<file path="config.mk">
export PLATFORM = sky130hd
export DESIGN_NAME = tqsl_top
export DESIGN_NICKNAME = d
export VERILOG_FILES = /design/src/inc/tqsl_pkg.sv /design/src/core/tqsl_top.sv
export SDC_FILE = /design/constraint.sdc
export NUM_CORES = 1
export LEC_CHECK = 0
export BUFFER_PORTS_ARGS = -buffer_cell sky130_fd_sc_hd__buf_2
export CORE_ASPECT_RATIO = 0.6
export CORE_MARGIN = 4
export CORE_UTILIZATION = 65
export CTS_BUF_LIST = sky130_fd_sc_hd__clkbuf_8
export CTS_CLUSTER_SIZE = 20
export DETAILED_ROUTE_END_ITERATION = 16
export PLACE_DENSITY = 0.87
export SLEW_MARGIN = 20
export SYNTH_ARGS = -nofsm -noshare
export SYNTH_HDL_FRONTEND = slang
export SYNTH_SLANG_ARGS = --single-unit
</file>
<file path="constraint.sdc">
create_clock -name aclk -period 10.2 [get_ports aclk]
set_input_delay 1.53 -clock aclk [delete_from_list [all_inputs] [get_ports aclk]]
set_output_delay 1.53 -clock aclk [all_outputs]
set_load 0.01 [all_outputs]
</file>
<file path="src/inc/tqsl_pkg.sv">
// Package for the torque-mode speed limit and torque reach block
package tqsl_pkg;
    // ------------------------------------------------------------
    // Register byte offsets
    // ------------------------------------------------------------
    localparam logic [7:0] OFF_SOURCE_SELECT = 8'h00;
    localparam logic [7:0] OFF_POS_LIMIT = 8'h04;
    localparam logic [7:0] OFF_NEG_LIMIT = 8'h08;
    localparam logic [7:0] OFF_REACH_REF = 8'h0C;
    localparam logic [7:0] OFF_REACH_ASSERT = 8'h10;
    localparam logic [7:0] OFF_REACH_RELEASE = 8'h14;
    localparam logic [7:0] OFF_QUALIFY_TIME = 8'h18;
    localparam logic [7:0] OFF_CONTROL = 8'h1C;
    localparam logic [7:0] OFF_STATUS = 8'h20;
    localparam logic [7:0] OFF_TORQUE_MON = 8'h24;
    localparam logic [7:0] OFF_ACTIVE_LIMIT = 8'h28;
    // ------------------------------------------------------------
    // Field positions and values
    // ------------------------------------------------------------
    localparam int CTRL_TORQUE_MODE_BIT = 0;
    localparam int STAT_SPEED_LIMITED_BIT = 0;
    localparam int STAT_TORQUE_REACH_BIT = 1;
    localparam int STAT_SEL_INPUT_BIT = 2;
    localparam logic [15:0] SRC_INTERNAL = 16'h0000;
    localparam logic [15:0] SRC_RESERVED = 16'h0001;
    localparam logic [15:0] SRC_BY_INPUT = 16'h0002;
    localparam logic [15:0] SPEED_LIMIT_MAX = 16'h1770;
    localparam logic [15:0] TORQUE_PCT_MAX = 16'h0BB8;
    localparam logic [15:0] TORQUE_PCT_RATED = 16'h03E8;
    // ------------------------------------------------------------
    // Reset values
    // ------------------------------------------------------------
    localparam logic [15:0] RST_SOURCE_SELECT = 16'h0000;
    localparam logic [15:0] RST_POS_LIMIT = 16'h0BB8;
    localparam logic [15:0] RST_NEG_LIMIT = 16'h0BB8;
    localparam logic [15:0] RST_REACH_REF = 16'h0000;
    localparam logic [15:0] RST_REACH_ASSERT = 16'h00C8;
    localparam logic [15:0] RST_REACH_RELEASE = 16'h0064;
    localparam logic [15:0] RST_QUALIFY_TIME = 16'h000A;
    // ------------------------------------------------------------
    // Timing
    // ------------------------------------------------------------
    localparam int CLK_PERIOD_NS = 20;
    localparam int QUAL_TICK_NS = 1000000;
    localparam int QUAL_TICK_CYCLES = QUAL_TICK_NS / CLK_PERIOD_NS;
    localparam logic [1:0] AXI_OKAY = 2'b00;
    localparam logic [1:0] AXI_SLVERR = 2'b10;

    // Drive-side samples that travel together
    typedef struct packed {
        logic torque_mode;
        logic limit_select_input;
        logic signed [15:0] motor_speed;
        logic signed [15:0] torque_reference;
    } tqsl_drive_s;

    // Limits handed to the speed loop
    typedef struct packed {
        logic [15:0] pos_limit;
        logic [15:0] neg_limit;
        logic active;
    } tqsl_limit_s;
endpackage

</file>
<file path="src/core/tqsl_top.sv">
// Torque-mode speed limit selection, speed-limited and torque reach flags
// What this block does
// - Speed limit clamps motor speed only in torque control mode.
// - Source 0 internal pair, 1 reserved, 2 input-selected single limit.
// - Source 0: positive limit bounds forward, negative limit bounds reverse.
// - Source 2: limit select input chooses which single limit parameter acts.
// - Input inactive uses limit 1; input active uses limit 2.
// - Both speed limits accept 0..6000 rpm, default 3000.
// - Speed-limited flag rises after speed exceeds limit for qualify time.
// - Speed-limited flag evaluated only in torque mode, else inactive.
// - Active flag means speed loop regulated against the limit.
// - Reach rises at |torque| >= ref+assert, falls at |torque| < ref+release.
// - Assert and release thresholds are offsets on the reach reference.
// - Reach reference spans 0..300.0 percent, resets to 0.
// - Assert/release offsets span 0..300.0 percent, default 20.0 and 10.0.
// - Torque percentages scaled so 100 percent equals rated torque.
// - Comparison uses absolute torque reference, readable as monitor.
`timescale 1ns/1ps
module tqsl_top (
    // Clock and reset
    input wire logic aclk,
    input wire logic aresetn,
    // AXI4-Lite write channels
    input wire logic [7:0] s_axi_awaddr,
    input wire logic s_axi_awvalid,
    output logic s_axi_awready,
    input wire logic [31:0] s_axi_wdata,
    input wire logic [3:0] s_axi_wstrb,
    input wire logic s_axi_wvalid,
    output logic s_axi_wready,
    output logic [1:0] s_axi_bresp,
    output logic s_axi_bvalid,
    input wire logic s_axi_bready,
    // AXI4-Lite read channels
    input wire logic [7:0] s_axi_araddr,
    input wire logic s_axi_arvalid,
    output logic s_axi_arready,
    output logic [31:0] s_axi_rdata,
    output logic [1:0] s_axi_rresp,
    output logic s_axi_rvalid,
    input wire logic s_axi_rready,
    // Drive samples
    input wire tqsl_pkg::tqsl_drive_s drive,
    // Limits and flags
    output tqsl_pkg::tqsl_limit_s limit,
    output logic speed_limited_output,
    output logic torque_reach_output
);
    import tqsl_pkg::*;

    // ------------------------------------------------------------
    // State
    // ------------------------------------------------------------
    logic [15:0] speed_limit_source_select, next_speed_limit_source_select;
    logic [15:0] positive_speed_limit, next_positive_speed_limit;
    logic [15:0] negative_speed_limit, next_negative_speed_limit;
    logic [15:0] torque_reach_reference, next_torque_reach_reference;
    logic [15:0] torque_reach_assert_offset, next_torque_reach_assert_offset;
    logic [15:0] torque_reach_release_offset, next_torque_reach_release_offset;
    logic [15:0] speed_limited_qualify_time, next_speed_limited_qualify_time;
    logic [15:0] actual_torque_reference_monitor, next_actual_torque_reference_monitor;
    logic [15:0] qual_ms, next_qual_ms;
    logic [31:0] qual_tick, next_qual_tick;
    logic next_speed_limited_output;
    logic next_torque_reach_output;
    tqsl_limit_s next_limit;
    logic have_aw, next_have_aw;
    logic have_w, next_have_w;
    logic [7:0] aw_addr, next_aw_addr;
    logic [31:0] w_data, next_w_data;
    logic [3:0] w_strb, next_w_strb;
    logic next_awready, next_wready, next_bvalid;
    logic next_arready, next_rvalid;
    logic [1:0] next_bresp, next_rresp;
    logic [31:0] next_rdata;

    // ------------------------------------------------------------
    // Combinational helpers
    // ------------------------------------------------------------
    logic [15:0] abs_speed, abs_torque;
    logic [15:0] lim_pos, lim_neg, lim_dir;
    logic [16:0] reach_on, reach_off;
    logic over_limit;
    logic write_go;

    // Limit selection per source and direction
    always_comb begin
        abs_speed = drive.motor_speed[15] ? 16'(-drive.motor_speed) : drive.motor_speed;
        abs_torque = drive.torque_reference[15] ? 16'(-drive.torque_reference)
                                                : drive.torque_reference;
        if (speed_limit_source_select == SRC_BY_INPUT) begin
            lim_pos = drive.limit_select_input ? negative_speed_limit
                                               : positive_speed_limit;
            lim_neg = lim_pos;
        end else begin
            // Reserved and unknown codes fall back to the internal pair
            lim_pos = positive_speed_limit;
            lim_neg = negative_speed_limit;
        end
        lim_dir = drive.motor_speed[15] ? lim_neg : lim_pos;
        over_limit = abs_speed > lim_dir;
        reach_on = {1'b0, torque_reach_reference} + {1'b0, torque_reach_assert_offset};
        reach_off = {1'b0, torque_reach_reference} + {1'b0, torque_reach_release_offset};
    end

    // ------------------------------------------------------------
    // Supervisory flags
    // ------------------------------------------------------------
    // Qualify timer counts whole milliseconds of continuous overspeed
    always_comb begin
        next_qual_tick = qual_tick;
        next_qual_ms = qual_ms;
        next_speed_limited_output = speed_limited_output;
        if (!drive.torque_mode || !over_limit) begin
            next_qual_tick = '0;
            next_qual_ms = '0;
            next_speed_limited_output = 1'b0;
        end else if (qual_ms >= speed_limited_qualify_time) begin
            next_speed_limited_output = 1'b1;
        end else if (qual_tick == 32'(QUAL_TICK_CYCLES - 1)) begin
            next_qual_tick = '0;
            next_qual_ms = qual_ms + 16'h0001;
        end else begin
            next_qual_tick = qual_tick + 32'h0000_0001;
        end
        // Hysteresis: between thresholds the flag keeps its state
        next_torque_reach_output = torque_reach_output;
        if ({1'b0, abs_torque} >= reach_on) begin
            next_torque_reach_output = 1'b1;
        end else if ({1'b0, abs_torque} < reach_off) begin
            next_torque_reach_output = 1'b0;
        end
        next_actual_torque_reference_monitor = abs_torque;
        next_limit.pos_limit = lim_pos;
        next_limit.neg_limit = lim_neg;
        next_limit.active = drive.torque_mode;
    end

    // ------------------------------------------------------------
    // AXI4-Lite slave
    // ------------------------------------------------------------
    // Address and data are latched separately so either may come first
    assign write_go = have_aw && have_w && !s_axi_bvalid;

    // Clamp a written value to the largest legal setting
    function automatic logic [15:0] clamp(input logic [15:0] v, input logic [15:0] mx);
        clamp = (v > mx) ? mx : v;
    endfunction

    always_comb begin
        logic [15:0] wv;
        wv = w_data[15:0];
        next_have_aw = have_aw;
        next_have_w = have_w;
        next_aw_addr = aw_addr;
        next_w_data = w_data;
        next_w_strb = w_strb;
        next_awready = 1'b0;
        next_wready = 1'b0;
        next_bvalid = s_axi_bvalid;
        next_bresp = s_axi_bresp;
        next_arready = 1'b0;
        next_rvalid = s_axi_rvalid;
        next_rresp = s_axi_rresp;
        next_rdata = s_axi_rdata;
        next_speed_limit_source_select = speed_limit_source_select;
        next_positive_speed_limit = positive_speed_limit;
        next_negative_speed_limit = negative_speed_limit;
        next_torque_reach_reference = torque_reach_reference;
        next_torque_reach_assert_offset = torque_reach_assert_offset;
        next_torque_reach_release_offset = torque_reach_release_offset;
        next_speed_limited_qualify_time = speed_limited_qualify_time;
        // Ready is a one-cycle pulse while the holding slot is empty
        if (s_axi_awvalid && !have_aw && !s_axi_awready) begin
            next_awready = 1'b1;
            next_have_aw = 1'b1;
            next_aw_addr = s_axi_awaddr;
        end
        if (s_axi_wvalid && !have_w && !s_axi_wready) begin
            next_wready = 1'b1;
            next_have_w = 1'b1;
            next_w_data = s_axi_wdata;
            next_w_strb = s_axi_wstrb;
        end
        if (write_go) begin
            next_have_aw = 1'b0;
            next_have_w = 1'b0;
            next_bvalid = 1'b1;
            next_bresp = AXI_OKAY;
            // Partial writes are ignored: fields are 16 bits, low lanes both required
            if (w_strb[1:0] == 2'b11) begin
                case (aw_addr)
                    OFF_SOURCE_SELECT: next_speed_limit_source_select = wv;
                    OFF_POS_LIMIT: next_positive_speed_limit = clamp(wv, SPEED_LIMIT_MAX);
                    OFF_NEG_LIMIT: next_negative_speed_limit = clamp(wv, SPEED_LIMIT_MAX);
                    OFF_REACH_REF: next_torque_reach_reference = clamp(wv, TORQUE_PCT_MAX);
                    OFF_REACH_ASSERT: begin
                        next_torque_reach_assert_offset = clamp(wv, TORQUE_PCT_MAX);
                    end
                    OFF_REACH_RELEASE: begin
                        next_torque_reach_release_offset = clamp(wv, TORQUE_PCT_MAX);
                    end
                    OFF_QUALIFY_TIME: next_speed_limited_qualify_time = wv;
                    OFF_STATUS, OFF_TORQUE_MON, OFF_ACTIVE_LIMIT, OFF_CONTROL: begin
                        next_bresp = AXI_OKAY;
                    end
                    default: next_bresp = AXI_SLVERR;
                endcase
            end
        end else if (s_axi_bvalid && s_axi_bready) begin
            next_bvalid = 1'b0;
        end
        // Read path: one read in flight
        if (s_axi_rvalid) begin
            if (s_axi_rready) begin
                next_rvalid = 1'b0;
            end
        end else if (s_axi_arvalid && !s_axi_arready) begin
            next_arready = 1'b1;
            next_rvalid = 1'b1;
            next_rresp = AXI_OKAY;
            next_rdata = '0;
            case (s_axi_araddr)
                OFF_SOURCE_SELECT: next_rdata[15:0] = speed_limit_source_select;
                OFF_POS_LIMIT: next_rdata[15:0] = positive_speed_limit;
                OFF_NEG_LIMIT: next_rdata[15:0] = negative_speed_limit;
                OFF_REACH_REF: next_rdata[15:0] = torque_reach_reference;
                OFF_REACH_ASSERT: next_rdata[15:0] = torque_reach_assert_offset;
                OFF_REACH_RELEASE: next_rdata[15:0] = torque_reach_release_offset;
                OFF_QUALIFY_TIME: next_rdata[15:0] = speed_limited_qualify_time;
                OFF_CONTROL: next_rdata[CTRL_TORQUE_MODE_BIT] = drive.torque_mode;
                OFF_STATUS: begin
                    next_rdata[STAT_SPEED_LIMITED_BIT] = speed_limited_output;
                    next_rdata[STAT_TORQUE_REACH_BIT] = torque_reach_output;
                    next_rdata[STAT_SEL_INPUT_BIT] = drive.limit_select_input;
                end
                OFF_TORQUE_MON: next_rdata[15:0] = actual_torque_reference_monitor;
                OFF_ACTIVE_LIMIT: next_rdata = {limit.neg_limit, limit.pos_limit};
                default: next_rresp = AXI_SLVERR;
            endcase
        end
    end

    // ------------------------------------------------------------
    // Registers
    // ------------------------------------------------------------
    always_ff @(posedge aclk) begin
        if (!aresetn) begin
            speed_limit_source_select <= RST_SOURCE_SELECT;
            positive_speed_limit <= RST_POS_LIMIT;
            negative_speed_limit <= RST_NEG_LIMIT;
            torque_reach_reference <= RST_REACH_REF;
            torque_reach_assert_offset <= RST_REACH_ASSERT;
            torque_reach_release_offset <= RST_REACH_RELEASE;
            speed_limited_qualify_time <= RST_QUALIFY_TIME;
            actual_torque_reference_monitor <= '0;
            qual_ms <= '0;
            qual_tick <= '0;
            speed_limited_output <= 1'b0;
            torque_reach_output <= 1'b0;
            limit <= '0;
            have_aw <= 1'b0;
            have_w <= 1'b0;
            aw_addr <= '0;
            w_data <= '0;
            w_strb <= '0;
            s_axi_awready <= 1'b0;
            s_axi_wready <= 1'b0;
            s_axi_bvalid <= 1'b0;
            s_axi_bresp <= AXI_OKAY;
            s_axi_arready <= 1'b0;
            s_axi_rvalid <= 1'b0;
            s_axi_rresp <= AXI_OKAY;
            s_axi_rdata <= '0;
        end else begin
            speed_limit_source_select <= next_speed_limit_source_select;
            positive_speed_limit <= next_positive_speed_limit;
            negative_speed_limit <= next_negative_speed_limit;
            torque_reach_reference <= next_torque_reach_reference;
            torque_reach_assert_offset <= next_torque_reach_assert_offset;
            torque_reach_release_offset <= next_torque_reach_release_offset;
            speed_limited_qualify_time <= next_speed_limited_qualify_time;
            actual_torque_reference_monitor <= next_actual_torque_reference_monitor;
            qual_ms <= next_qual_ms;
            qual_tick <= next_qual_tick;
            speed_limited_output <= next_speed_limited_output;
            torque_reach_output <= next_torque_reach_output;
            limit <= next_limit;
            have_aw <= next_have_aw;
            have_w <= next_have_w;
            aw_addr <= next_aw_addr;
            w_data <= next_w_data;
            w_strb <= next_w_strb;
            s_axi_awready <= next_awready;
            s_axi_wready <= next_wready;
            s_axi_bvalid <= next_bvalid;
            s_axi_bresp <= next_bresp;
            s_axi_arready <= next_arready;
            s_axi_rvalid <= next_rvalid;
            s_axi_rresp <= next_rresp;
            s_axi_rdata <= next_rdata;
        end
    end
endmodule

</file>
# [Yosys cells after proc, flatten, opt, wreduce, memory -nomap -nowiden]
# Cells that the tools add are included.
[totals] reg_bits=280 memories=0 inputBits=93 ram_bits=0 latchBits=0 romBits=0 wordCells=126 output_inout_bits=76
[op_classes] n_reduce_logical=35 eq_ne=23 shifts=0 magnitude_cmp=6 n_div=0 n_mux=25 bitwise=3 mul=0 n_addsub=6
[ops] op="two-way mux 16 bit" count=9
[ops] op="case mux 13 bit (9 select lines)" count=1
[ops] op="equality test 8 x 5 -> 1 bit, second input constant" count=8
[ops] op="equality test 8 x 6 -> 1 bit, second input constant" count=6
[ops] op="adder 16 x 16 -> 17 bit" count=2
[ops] op="adder 32 x 1 -> 32 bit, second input constant" count=1
[ops] op="equality test 32 x 16 -> 1 bit, second input constant" count=1
[ops] op="equality test 8 x 4 -> 1 bit, second input constant" count=4
[ops] op="two-way mux 32 bit" count=1
[ops] op="negator 16 bit" count=2
[ops] op="OR reduction 11 bit" count=2
[ops] op="AND reduction 3 bit" count=7
[ops] op="case mux 2 bit (10 select lines)" count=1
[ops] op=">= comparator 16 x 17 -> 1 bit" count=1
[ops] op="< comparator 16 x 17 -> 1 bit" count=1
[ops] op="adder 16 x 1 -> 16 bit, second input constant" count=1
[ops] op="equality test 16 x 2 -> 1 bit, second input constant" count=1
[ops] op="equality test 8 x 3 -> 1 bit, second input constant" count=2
[ops] op=">= comparator 16 bit" count=1
[ops] op="greater-than comparator 16 x 12 -> 1 bit, second input constant" count=1
[ops] op="greater-than comparator 16 x 13 -> 1 bit, second input constant" count=1
[ops] op="greater-than comparator 16 bit" count=1
[ops] op="logical NOT 8 bit" count=2
[ops] op="case mux 1 bit (11 select lines)" count=1
[ops] op="10 further kinds" count=40

# [Logic depth before layout (Yosys ltp)]
# Gate-level depths: netlist (run 1).
[depth] depth_word=7 depth_mapped=17 ltp_nobuf=16

# [Least setup slack after synthesis (run 1)]
# OpenSTA, ideal clock, no wires.
[synth_path] kind="input -> register" from="input port drive[32] (netlist bit)" to="register qual_tick[11]" n_path_buf=3 t_arrival_ps=4530 required_ps=10083 setup_time_ps=117 slack_ps=5553 stages=14 path_cell_list="nand2_1 a21boi_0 clkbuf_1 buf_2 mux2i_1 ha_1 a21o_1 a21oi_1 nor2b_1 o31a_1 o211ai_1 or2_2 buf_2 nor2_1"
[synth_between] elab_chain_len=7 elab_cells_between_ends=8 classes_between="order compare: 1; mux: 4; reduce/logical: 3"
[synth_lines] element="from (decl)" line="tqsl_top.sv:43" rtl="input wire tqsl_pkg::tqsl_drive_s drive,"
[synth_lines] element="two-way mux 16 bit *" line="tqsl_top.sv:92" rtl="lim_pos = drive.limit_select_input ? negative_speed_limit"
[synth_lines] element="two-way mux 16 bit" line="tqsl_top.sv:91" rtl="if (speed_limit_source_select == SRC_BY_INPUT) begin"
[synth_lines] element="two-way mux 16 bit *" line="tqsl_top.sv:100" rtl="lim_dir = drive.motor_speed[15] ? lim_neg : lim_pos;"
[synth_lines] element="greater-than comparator 16 bit *" line="tqsl_top.sv:101" rtl="over_limit = abs_speed > lim_dir;"
[synth_lines] element="logical NOT 1 bit *" line="tqsl_top.sv:114" rtl="if (!drive.torque_mode || !over_limit) begin"
[synth_lines] element="logical OR 1 bit *" line="tqsl_top.sv:114"
[synth_lines] element="OR reduction 2 bit (no source line) *"
[synth_lines] element="to (signal assigned)" line="tqsl_top.sv:285" rtl="qual_tick <= next_qual_tick;"
[synth_lines] element="to (decl)" line="tqsl_top.sv:63" rtl="logic [31:0] qual_tick, next_qual_tick;"
# Every way passes the cells marked *; elsewhere a longest branch is shown, timed or not.
# A chain may end at the register's enable or synchronous reset.

# [Final worst setup path (run 1)]
[layout_path] from="register speed_limit_source_select[15]" to="register qual_tick[7]"
[layout_between] elab_chain_len=7 elab_cells_between_ends=8 classes_between="order compare: 1; eq/ne: 1; mux: 3; reduce/logical: 3"
[layout_lines] element="from (decl)" line="tqsl_top.sv:54" rtl="logic [15:0] speed_limit_source_select, next_speed_limit_source_select;"
[layout_lines] element="from (signal assigned)" line="tqsl_top.sv:276" rtl="speed_limit_source_select <= next_speed_limit_source_select;"
[layout_lines] element="equality test 16 x 2 -> 1 bit *" line="tqsl_top.sv:91"
[layout_lines] element="two-way mux 16 bit" line="tqsl_top.sv:91"
[layout_lines] element="two-way mux 16 bit *" line="tqsl_top.sv:100"
[layout_lines] element="greater-than comparator 16 bit *" line="tqsl_top.sv:101"
[layout_lines] element="logical NOT 1 bit *" line="tqsl_top.sv:114"
[layout_lines] element="logical OR 1 bit *" line="tqsl_top.sv:114"
[layout_lines] element="OR reduction 2 bit (no source line) *"
# Marks and branches as above.

==> flow_summary.json, run 1 <==
{
  "status": "finished clean",
  "die-area_sq_mm": 0.02644,
  "final_cell_mix": "dfxtp_1, nand2_1, buf_2",
  "fillers": 1797,
  "p_per_area_mw_per_mm2": 134.1,
  "ys_top_cells_by_area": "dfxtp_1, ha_1, nand2_1",
  "drc": 0,
  "cts_tree": "built",
  "antenna_found_initial": 1,
  "required_ns": 10.65,
  "vias_per_cell": 6.586,
  "nets": 2111,
  "wl_per_cell_microns": 23.04,
  "slew_headroom_pct": 19.93,
  "drive_gt1_share_pct": 13.26,
  "die_h_microns": 127.6,
  "grt_pass1_vias": 13690,
  "syn_area_sq_mm": 0.01549,
  "worstPathMaxFanout": 28,
  "drt_iter0_drc": 2062,
  "leakage_nw": 7.194,
  "crit_type": "reg -> reg",
  "dp_slack_ns": 4.864,
  "setup.worst_path.end_class": "register",
  "coreArea_sq_mm": 0.02324,
  "area_growth_pct": 10.95,
  "ys_seq_area_share_pct": 35.93,
  "finalSetupTns_ns": 0,
  "grt-ovfl-total": 0,
  "multi_input_area_sq_mm": 0.009462,
  "insertion_delay_ns": 0.58,
  "drtAntennaViolNets": 0,
  "cp.arrival_ns": 5.37,
  "synth.avg_cell_area_sq_um": 8.524,
  "fin_crit_ns": 4.918,
  "vdd_ir_drop_max_uv": 130.6,
  "setup_slack_ns": 5.282,
  "ctsResizeCount": 0,
  "cts.sinks": 278,
  "synthArstFlopShare_pct": 0,
  "fin_worst_skew_ns": 0.04276,
  "ys_warn_count": 0,
  "synth_top_area_share_pct": 35.93,
  "hold_buffers": 0,
  "ys.flop_type": "dfxtp_1",
  "port_buffers": 148,
  "core.rowCount": 43,
  "final_common_cell": "dfxtp_1",
  "pin_count": 169,
  "clkTransAtPathRegs_ns": 0.07,
  "hold_ws_ns": 0.4665,
  "regArea_sq_mm": 0.005565,
  "cts_root_buf": "clkbuf_8",
  "floorplan.die.width_microns": 207.3,
  "synth-edff-count": 0,
  "fin_crit_sh_pct": 48.21,
  "numCtsBuffers": 40,
  "slew_viol_final": 0,
  "track_usage_pct": 37.79,
  "synth_top_cell_by_area": "dfxtp_1",
  "postCtsSetupRepairBufs": 0,
  "synth_cell_type_count": 80,
  "clock_path_buffers": 3,
  "synth-seq-cells": 278,
  "startpoint_type": "register",
  "grt_pass1_wl_mm": 79.50,
  "route.vias.total": 14890,
  "hold_path_class": "reg -> reg",
  "syn_inst": 1817,
  "start_util_pct": 66.64,
  "hold_violations": 0,
  "finalWeightedCongestion": 1.055,
  "h-tree-depth": 2,
  "hpwl_mm": 39.09,
  "grt_max_degree": 125,
  "worstMarginPinSlew_ns": 1.190,
  "dr.pass1.iters": 7,
  "clock.fmax_mhz": 203.3,
  "setup_viol": 0,
  "rsz0062_at_grt": "no",
  "cap_violations": 0,
  "routed_wl_mm": 52.10
}
==> layer usage <==
layer | GRT usage (%) | vias to the layer above | wire (microns)
li1 | - | 6749 | -
met1 | 57.83 | 7141 | 23410
met2 | 51.40 | 918 | 20390
met3 | 12.69 | 83 | 7448
met4 | 7.615 | 0 | 843
met5 | 0 | - | 0
==> synth_stat cells, drive strengths merged, types with 16 or more instances <==
cell type / n
a21o: 24
nor3: 41
dfxtp: 278
a22oi: 41
clkbuf: 84
a21oi: 77
inv: 29
o21ai: 96
nor2: 87
o211a: 20
and3: 36
nor4: 20
xnor2: 64
nand2: 230
o211ai: 26
nand4: 24
nand3: 59
a31oi: 16
or3: 23
xor2: 20
a21boi: 60
nor2b: 74
buf: 18
and2: 45
ha: 99
mux2i: 72
==> flip-flops by register name, summed over array words and instances, names as in the netlist, 2 cells and up <==
register / cells
s_axi_rdata: 32
torque_reach_assert_offset: 16
negative_speed_limit: 16
speed_limited_qualify_time: 16
aw_addr: 8
w_data: 16
qual_tick: 32
qual_ms: 16
torque_reach_release_offset: 16
torque_reach_reference: 16
positive_speed_limit: 16
w_strb: 2
actual_torque_reference_monitor: 16
speed_limit_source_select: 16
limit: 33
==> cell families after synthesis <==
group,share of synthesized area (%)
compound gates,19.44
xor+xnor,4.750
fa+ha+maj,8.256
buf+inv,3.377
flops,35.93
mux,5.162
other cells,0.02421
simple gates,23.06
==> worst max-delay path, cell delays in order, from the launching register on <==
cell and delay [ns]:
dfxtp_1 0.39, nor4b_1 0.39, nand4_1 0.38, inv_1 0.13, nand2_1 0.58, a21boi_2 0.40, buf_4 0.23, mux2i_1 0.16
ha_1 0.32, nor2b_1 0.15, o211ai_1 0.15, a21oi_1 0.09, o31a_1 0.24, o211ai_1 0.18, buf_4 0.35, or2_2 0.48
nor2_1 0.10
==> power breakdown <==
group,total [W],internal [W],switching (W)
logic,0.000243,0.0000876,0.000156
registers,0.00113,0.00111,0.0000266
clock network,0.000928,0.000476,0.000452
==> final timing paths <==
path	startpoint	to	slack [ns]	depth (start not counted)
worst min-delay path	speed_limited_qualify_time[15]$_SDFFE_PN0P_	speed_limited_qualify_time[15]$_SDFFE_PN0P_	0.47	2
worst min register to register	speed_limited_qualify_time[15]$_SDFFE_PN0P_	speed_limited_qualify_time[15]$_SDFFE_PN0P_	0.47	2
worst max-delay path	speed_limit_source_select[15]$_SDFFE_PN0P_	qual_tick[7]$_SDFFE_PP0N_	5.28	16
worst max register to register	speed_limit_source_select[15]$_SDFFE_PN0P_	qual_tick[7]$_SDFFE_PP0N_	5.28	16
==> final cells by class <==
class	instances	area share [%]
sequential	278	32.38
timing repair buffer	159	4.805
tap	315	2.293
multi-input combinational	1409	55.06
clock inverter	16	0.4878
clock buffer	54	4.325
antenna	1	0.01456
inverter	29	0.6334
==> through the flow <==
stage                     util (%)  instance area, sq um  power [W]  instances
after floorplan                  -                 15490   0.001295       1818
after global placement       70.33                 16350   0.001382       2190
after detailed placement     70.33                 16350   0.001388       2190
after CTS                    73.89                 17170   0.002294       2260
after global routing         73.93                 17180   0.002378       2260
final                        73.94                 17190   0.002305       2261
Power figures use the tool's default switching activity.
==> run 2: changes to the inputs <==
--- a/config.mk
+++ b/config.mk
@@ -5,14 +5,15 @@
 export SDC_FILE = /design/constraint.sdc
 export NUM_CORES = 1
 export LEC_CHECK = 0
+export ABC_AREA = 1
 export BUFFER_PORTS_ARGS = -buffer_cell sky130_fd_sc_hd__buf_2
 export CORE_ASPECT_RATIO = 0.6
 export CORE_MARGIN = 4
-export CORE_UTILIZATION = 65
+export CORE_UTILIZATION = 56
 export CTS_BUF_LIST = sky130_fd_sc_hd__clkbuf_8
 export CTS_CLUSTER_SIZE = 20
 export DETAILED_ROUTE_END_ITERATION = 16
-export PLACE_DENSITY = 0.87
+export PLACE_DENSITY = 0.79
 export SLEW_MARGIN = 20
 export SYNTH_ARGS = -nofsm -noshare
 export SYNTH_HDL_FRONTEND = slang
==> constraint.sdc (replaced) <==
create_clock -name aclk -period 4.4 [get_ports aclk]
set_input_delay 0.66 -clock aclk [delete_from_list [all_inputs] [get_ports aclk]]
set_output_delay 0.66 -clock aclk [all_outputs]
set_load 0.01 [all_outputs]
==> run 2 against run 1 <==
  * Non-clock buffer count rose by 11
  * Via count increased by 13%
  * Synthesized cell count increased by 29%
  * Register-to-register slack lost 4.7 ns
  * First-iteration DRC count grew 17%
  * Wire length increased by 9.8%
  * Total power increased by 130%
  * Critical path type unchanged
==> flow_summary.json, run 2 <==
{
  "min_delay_path_depth": 3,
  "grt_max_degree": 81,
  "largest_reg_flops": 33,
  "r2r_slack_ns": 0.57,
  "postCtsSetupRepairBufs": 0,
  "antenna_cells": 0,
  "fin_worst_skew_ns": 0.03464,
  "worstMarginPinSlew_ns": 1.026,
  "hold_ws_ns": 0.3053,
  "vdd_ir_drop_max_uv": 290.0,
  "ys_top_cells_by_area": "dfxtp_1, nand2_1, a21oi_1",
  "synth_most_common_cell": "nand2_1",
  "ys.flop_type": "dfxtp_1",
  "ff2ff_path_depth": 16,
  "antenna_found_initial": 0,
  "slowest_delay_ns": 0.58,
  "syn_inst": 2335,
  "setup_viol": 0,
  "cts_root_buf": "clkbuf_8",
  "status": "finished clean",
  "die_h_microns": 139.4,
  "hold_violations": 0,
  "synth_top_area_share_pct": 34.52,
  "route.vias.total": 16760,
  "wl_per_cell_microns": 20.11,
  "nets": 2637,
  "grt_pass1_wl_mm": 86.67,
  "port_buffers": 148,
  "synth_top_cell_by_area": "dfxtp_1",
  "dp.cells": 2765,
  "synth-edff-count": 0,
  "numCtsBuffers": 41,
  "synthTopCellsByCount": "nand2_1, dfxtp_1, a21oi_1",
  "synth.avg_cell_area_sq_um": 6.905,
  "setup.worst_path.end_class": "register",
  "dp_slack_ns": 0.5856,
  "slew_viol_final": 0,
  "vias_per_cell": 5.895,
  "crit_top_cell": "o21ai_0",
  "worstPathMaxFanout": 41,
  "synth-seq-cells": 278,
  "hold_path_class": "in -> reg",
  "synthArstFlopShare_pct": 0,
  "area_growth_pct": 10.79,
  "cts_tree": "built",
  "worstHoldStart": "drive[0]",
  "synth_cell_type_count": 51,
  "cp.arrival_ns": 4.27,
  "largestRegisters": "limit: 33 flops, qual_tick: 32 flops, s_axi_rdata: 32 flops",
  "setup_slack_ns": 0.5707,
  "pin_count": 169,
  "crit_type": "reg -> reg",
  "finalSetupTns_ns": 0,
  "fin_util_pct": 63.96,
  "cp_cell_sequence": "inv_1, nand4_1, nor3_1, nand2_1, clkinv_1, o21ai_0, o21ai_0, ha_1, nand2_1, o21bai_1, a21oi_1, o21ai_0, nand3_1, nand3_1, buf_4, nor2_1",
  "drc": 0,
  "cp_top_family": "buffers and inverters",
  "ys_seq_area_share_pct": 34.52,
  "start_util_pct": 57.72,
  "hpwl_mm": 45.08,
  "fin_crit_sh_pct": 87.03,
  "leakage_nw": 7.950,
  "required_ns": 4.84,
  "ys_warn_count": 0,
  "startpoint_type": "register",
  "grt_pass1_vias": 15120,
  "h-tree-depth": 2,
  "slew_headroom_pct": 31.53,
  "hold_path_end": "actual_torque_reference_monitor[0]$_SDFF_PN0_",
  "drt_iter0_drc": 2411,
  "die-area_sq_mm": 0.03166,
  "drive_gt1_share_pct": 10.62,
  "clkTransAtPathRegs_ns": 0.07,
  "finalWeightedCongestion": 1.033,
  "cts.sinks": 278,
  "track_usage_pct": 35.20,
  "core.rowCount": 47,
  "r2r-end": "qual_tick[23]$_SDFFE_PP0N_",
  "dr.pass1.iters": 8,
  "clock_path_buffers": 3,
  "rsz0062_at_grt": "no",
  "routed_wl_mm": 57.18,
  "final_common_cell": "nand2_1",
  "cap_violations": 0,
  "fillers": 2569,
  "floorplan.die.width_microns": 227.1,
  "regMostFlops": "limit",
  "grt-ovfl-total": 0,
  "timing.rr.start": "speed_limit_source_select[12]$_SDFFE_PN0P_",
  "final_cell_mix": "nand2_1, dfxtp_1, inv_1",
  "coreArea_sq_mm": 0.02793,
  "p_per_area_mw_per_mm2": 302.6,
  "hold_buffers": 0,
  "clock.fmax_mhz": 261.1,
  "drtAntennaViolNets": 0,
  "crit_buf_inv": 3,
  "critPathSlowestCell": "o21ai_0",
  "finalNonFillerCells": 2843,
  "ctsResizeCount": 0,
  "syn_area_sq_mm": 0.01612,
  "insertion_delay_ns": 0.60,
  "fin_crit_ns": 3.829
}
## run 2: cell types whose count changed in the layout (fill, tap and decap cells not counted), moves of 41 or more
cell	previous run	this run
o21ai_0	95	180
a22oi_1	41	0
mux2i_1	72	0
inv_1	35	276
and2_1	42	0
nor2_1	84	203
a21boi_0	58	2
nor2b_1	74	0
nand3_1	58	113
nand2_1	228	486
a21oi_1	76	264
## run 2: worst max-delay path by stage
stage                                                     from                                to  cells after the start
floorplan                                            drive[16]           qual_ms[0]$_SDFFE_PP0P_                     16
global placement                                      drive[0]  torque_reach_output$_SDFFE_PN0P_                     21
detailed placement                                    drive[0]  torque_reach_output$_SDFFE_PN0P_                     21
CTS                  speed_limit_source_select[5]$_SDFFE_PN0P_        qual_tick[23]$_SDFFE_PP0N_                     16
global route         speed_limit_source_select[5]$_SDFFE_PN0P_         qual_tick[9]$_SDFFE_PP0N_                     16
finish              speed_limit_source_select[12]$_SDFFE_PN0P_        qual_tick[23]$_SDFFE_PP0N_                     16
## run 2: logic make-up (layout without fill, tap and decap cells)
logic type	after synthesis	after routing	share of synthesized area, %
fa+ha+maj	101	101	7.930
xor+xnor	82	82	4.454
buf+inv	380	520	9.451
flops	278	278	34.52
compound gates	550	550	18.61
other cells	1	2	0.02326
simple gates	943	943	25.02
## run 2: power breakdown
group          internal (W)  total [W]  switching (W)
clock               0.00110    0.00219        0.00109
combinational      0.000172   0.000588       0.000416
sequential          0.00258    0.00262      0.0000459
## run 2: area by class of cell
cell class	instances	area (sq um)	area share, %
multi-input combinational	1678	9050	50.66
sequential	278	5565	31.15
inverter	274	1031	5.771
timing repair buffer	170	917.1	5.134
clock buffer	50	688.2	3.852
tap	367	459.2	2.570
clock inverter	26	153.9	0.8615
## run 2: worst reg2reg max path: stages, from the launching register on
cell and delay [ns]:
dfxtp_1 0.33, inv_1 0.13, nand4_1 0.13, nor3_1 0.05, nand2_1 0.13, clkinv_1 0.57, o21ai_0 0.60, o21ai_0 0.21
ha_1 0.31, nand2_1 0.07, o21bai_1 0.10, a21oi_1 0.08, o21ai_0 0.15, nand3_1 0.10, nand3_1 0.13, buf_4 0.44
nor2_1 0.13
## run 2: routing by layer
metal  vias to the layer above  GRT usage [%]  routed length, microns
li1                       7973              -                       -
met1                      7703          56.65                   27130
met2                       994          42.89                   20250
met3                        90          14.67                    8971
met4                         0          6.013                     834
met5                         -              0                       0
## run 2: per-stage QoR
step	area, sq um	power, W
floorplan	16130	0.003016
global placement	16990	0.003222
detailed placement	16990	0.003241
CTS	17830	0.005383
global route	17860	0.005617
finish	17860	0.005406
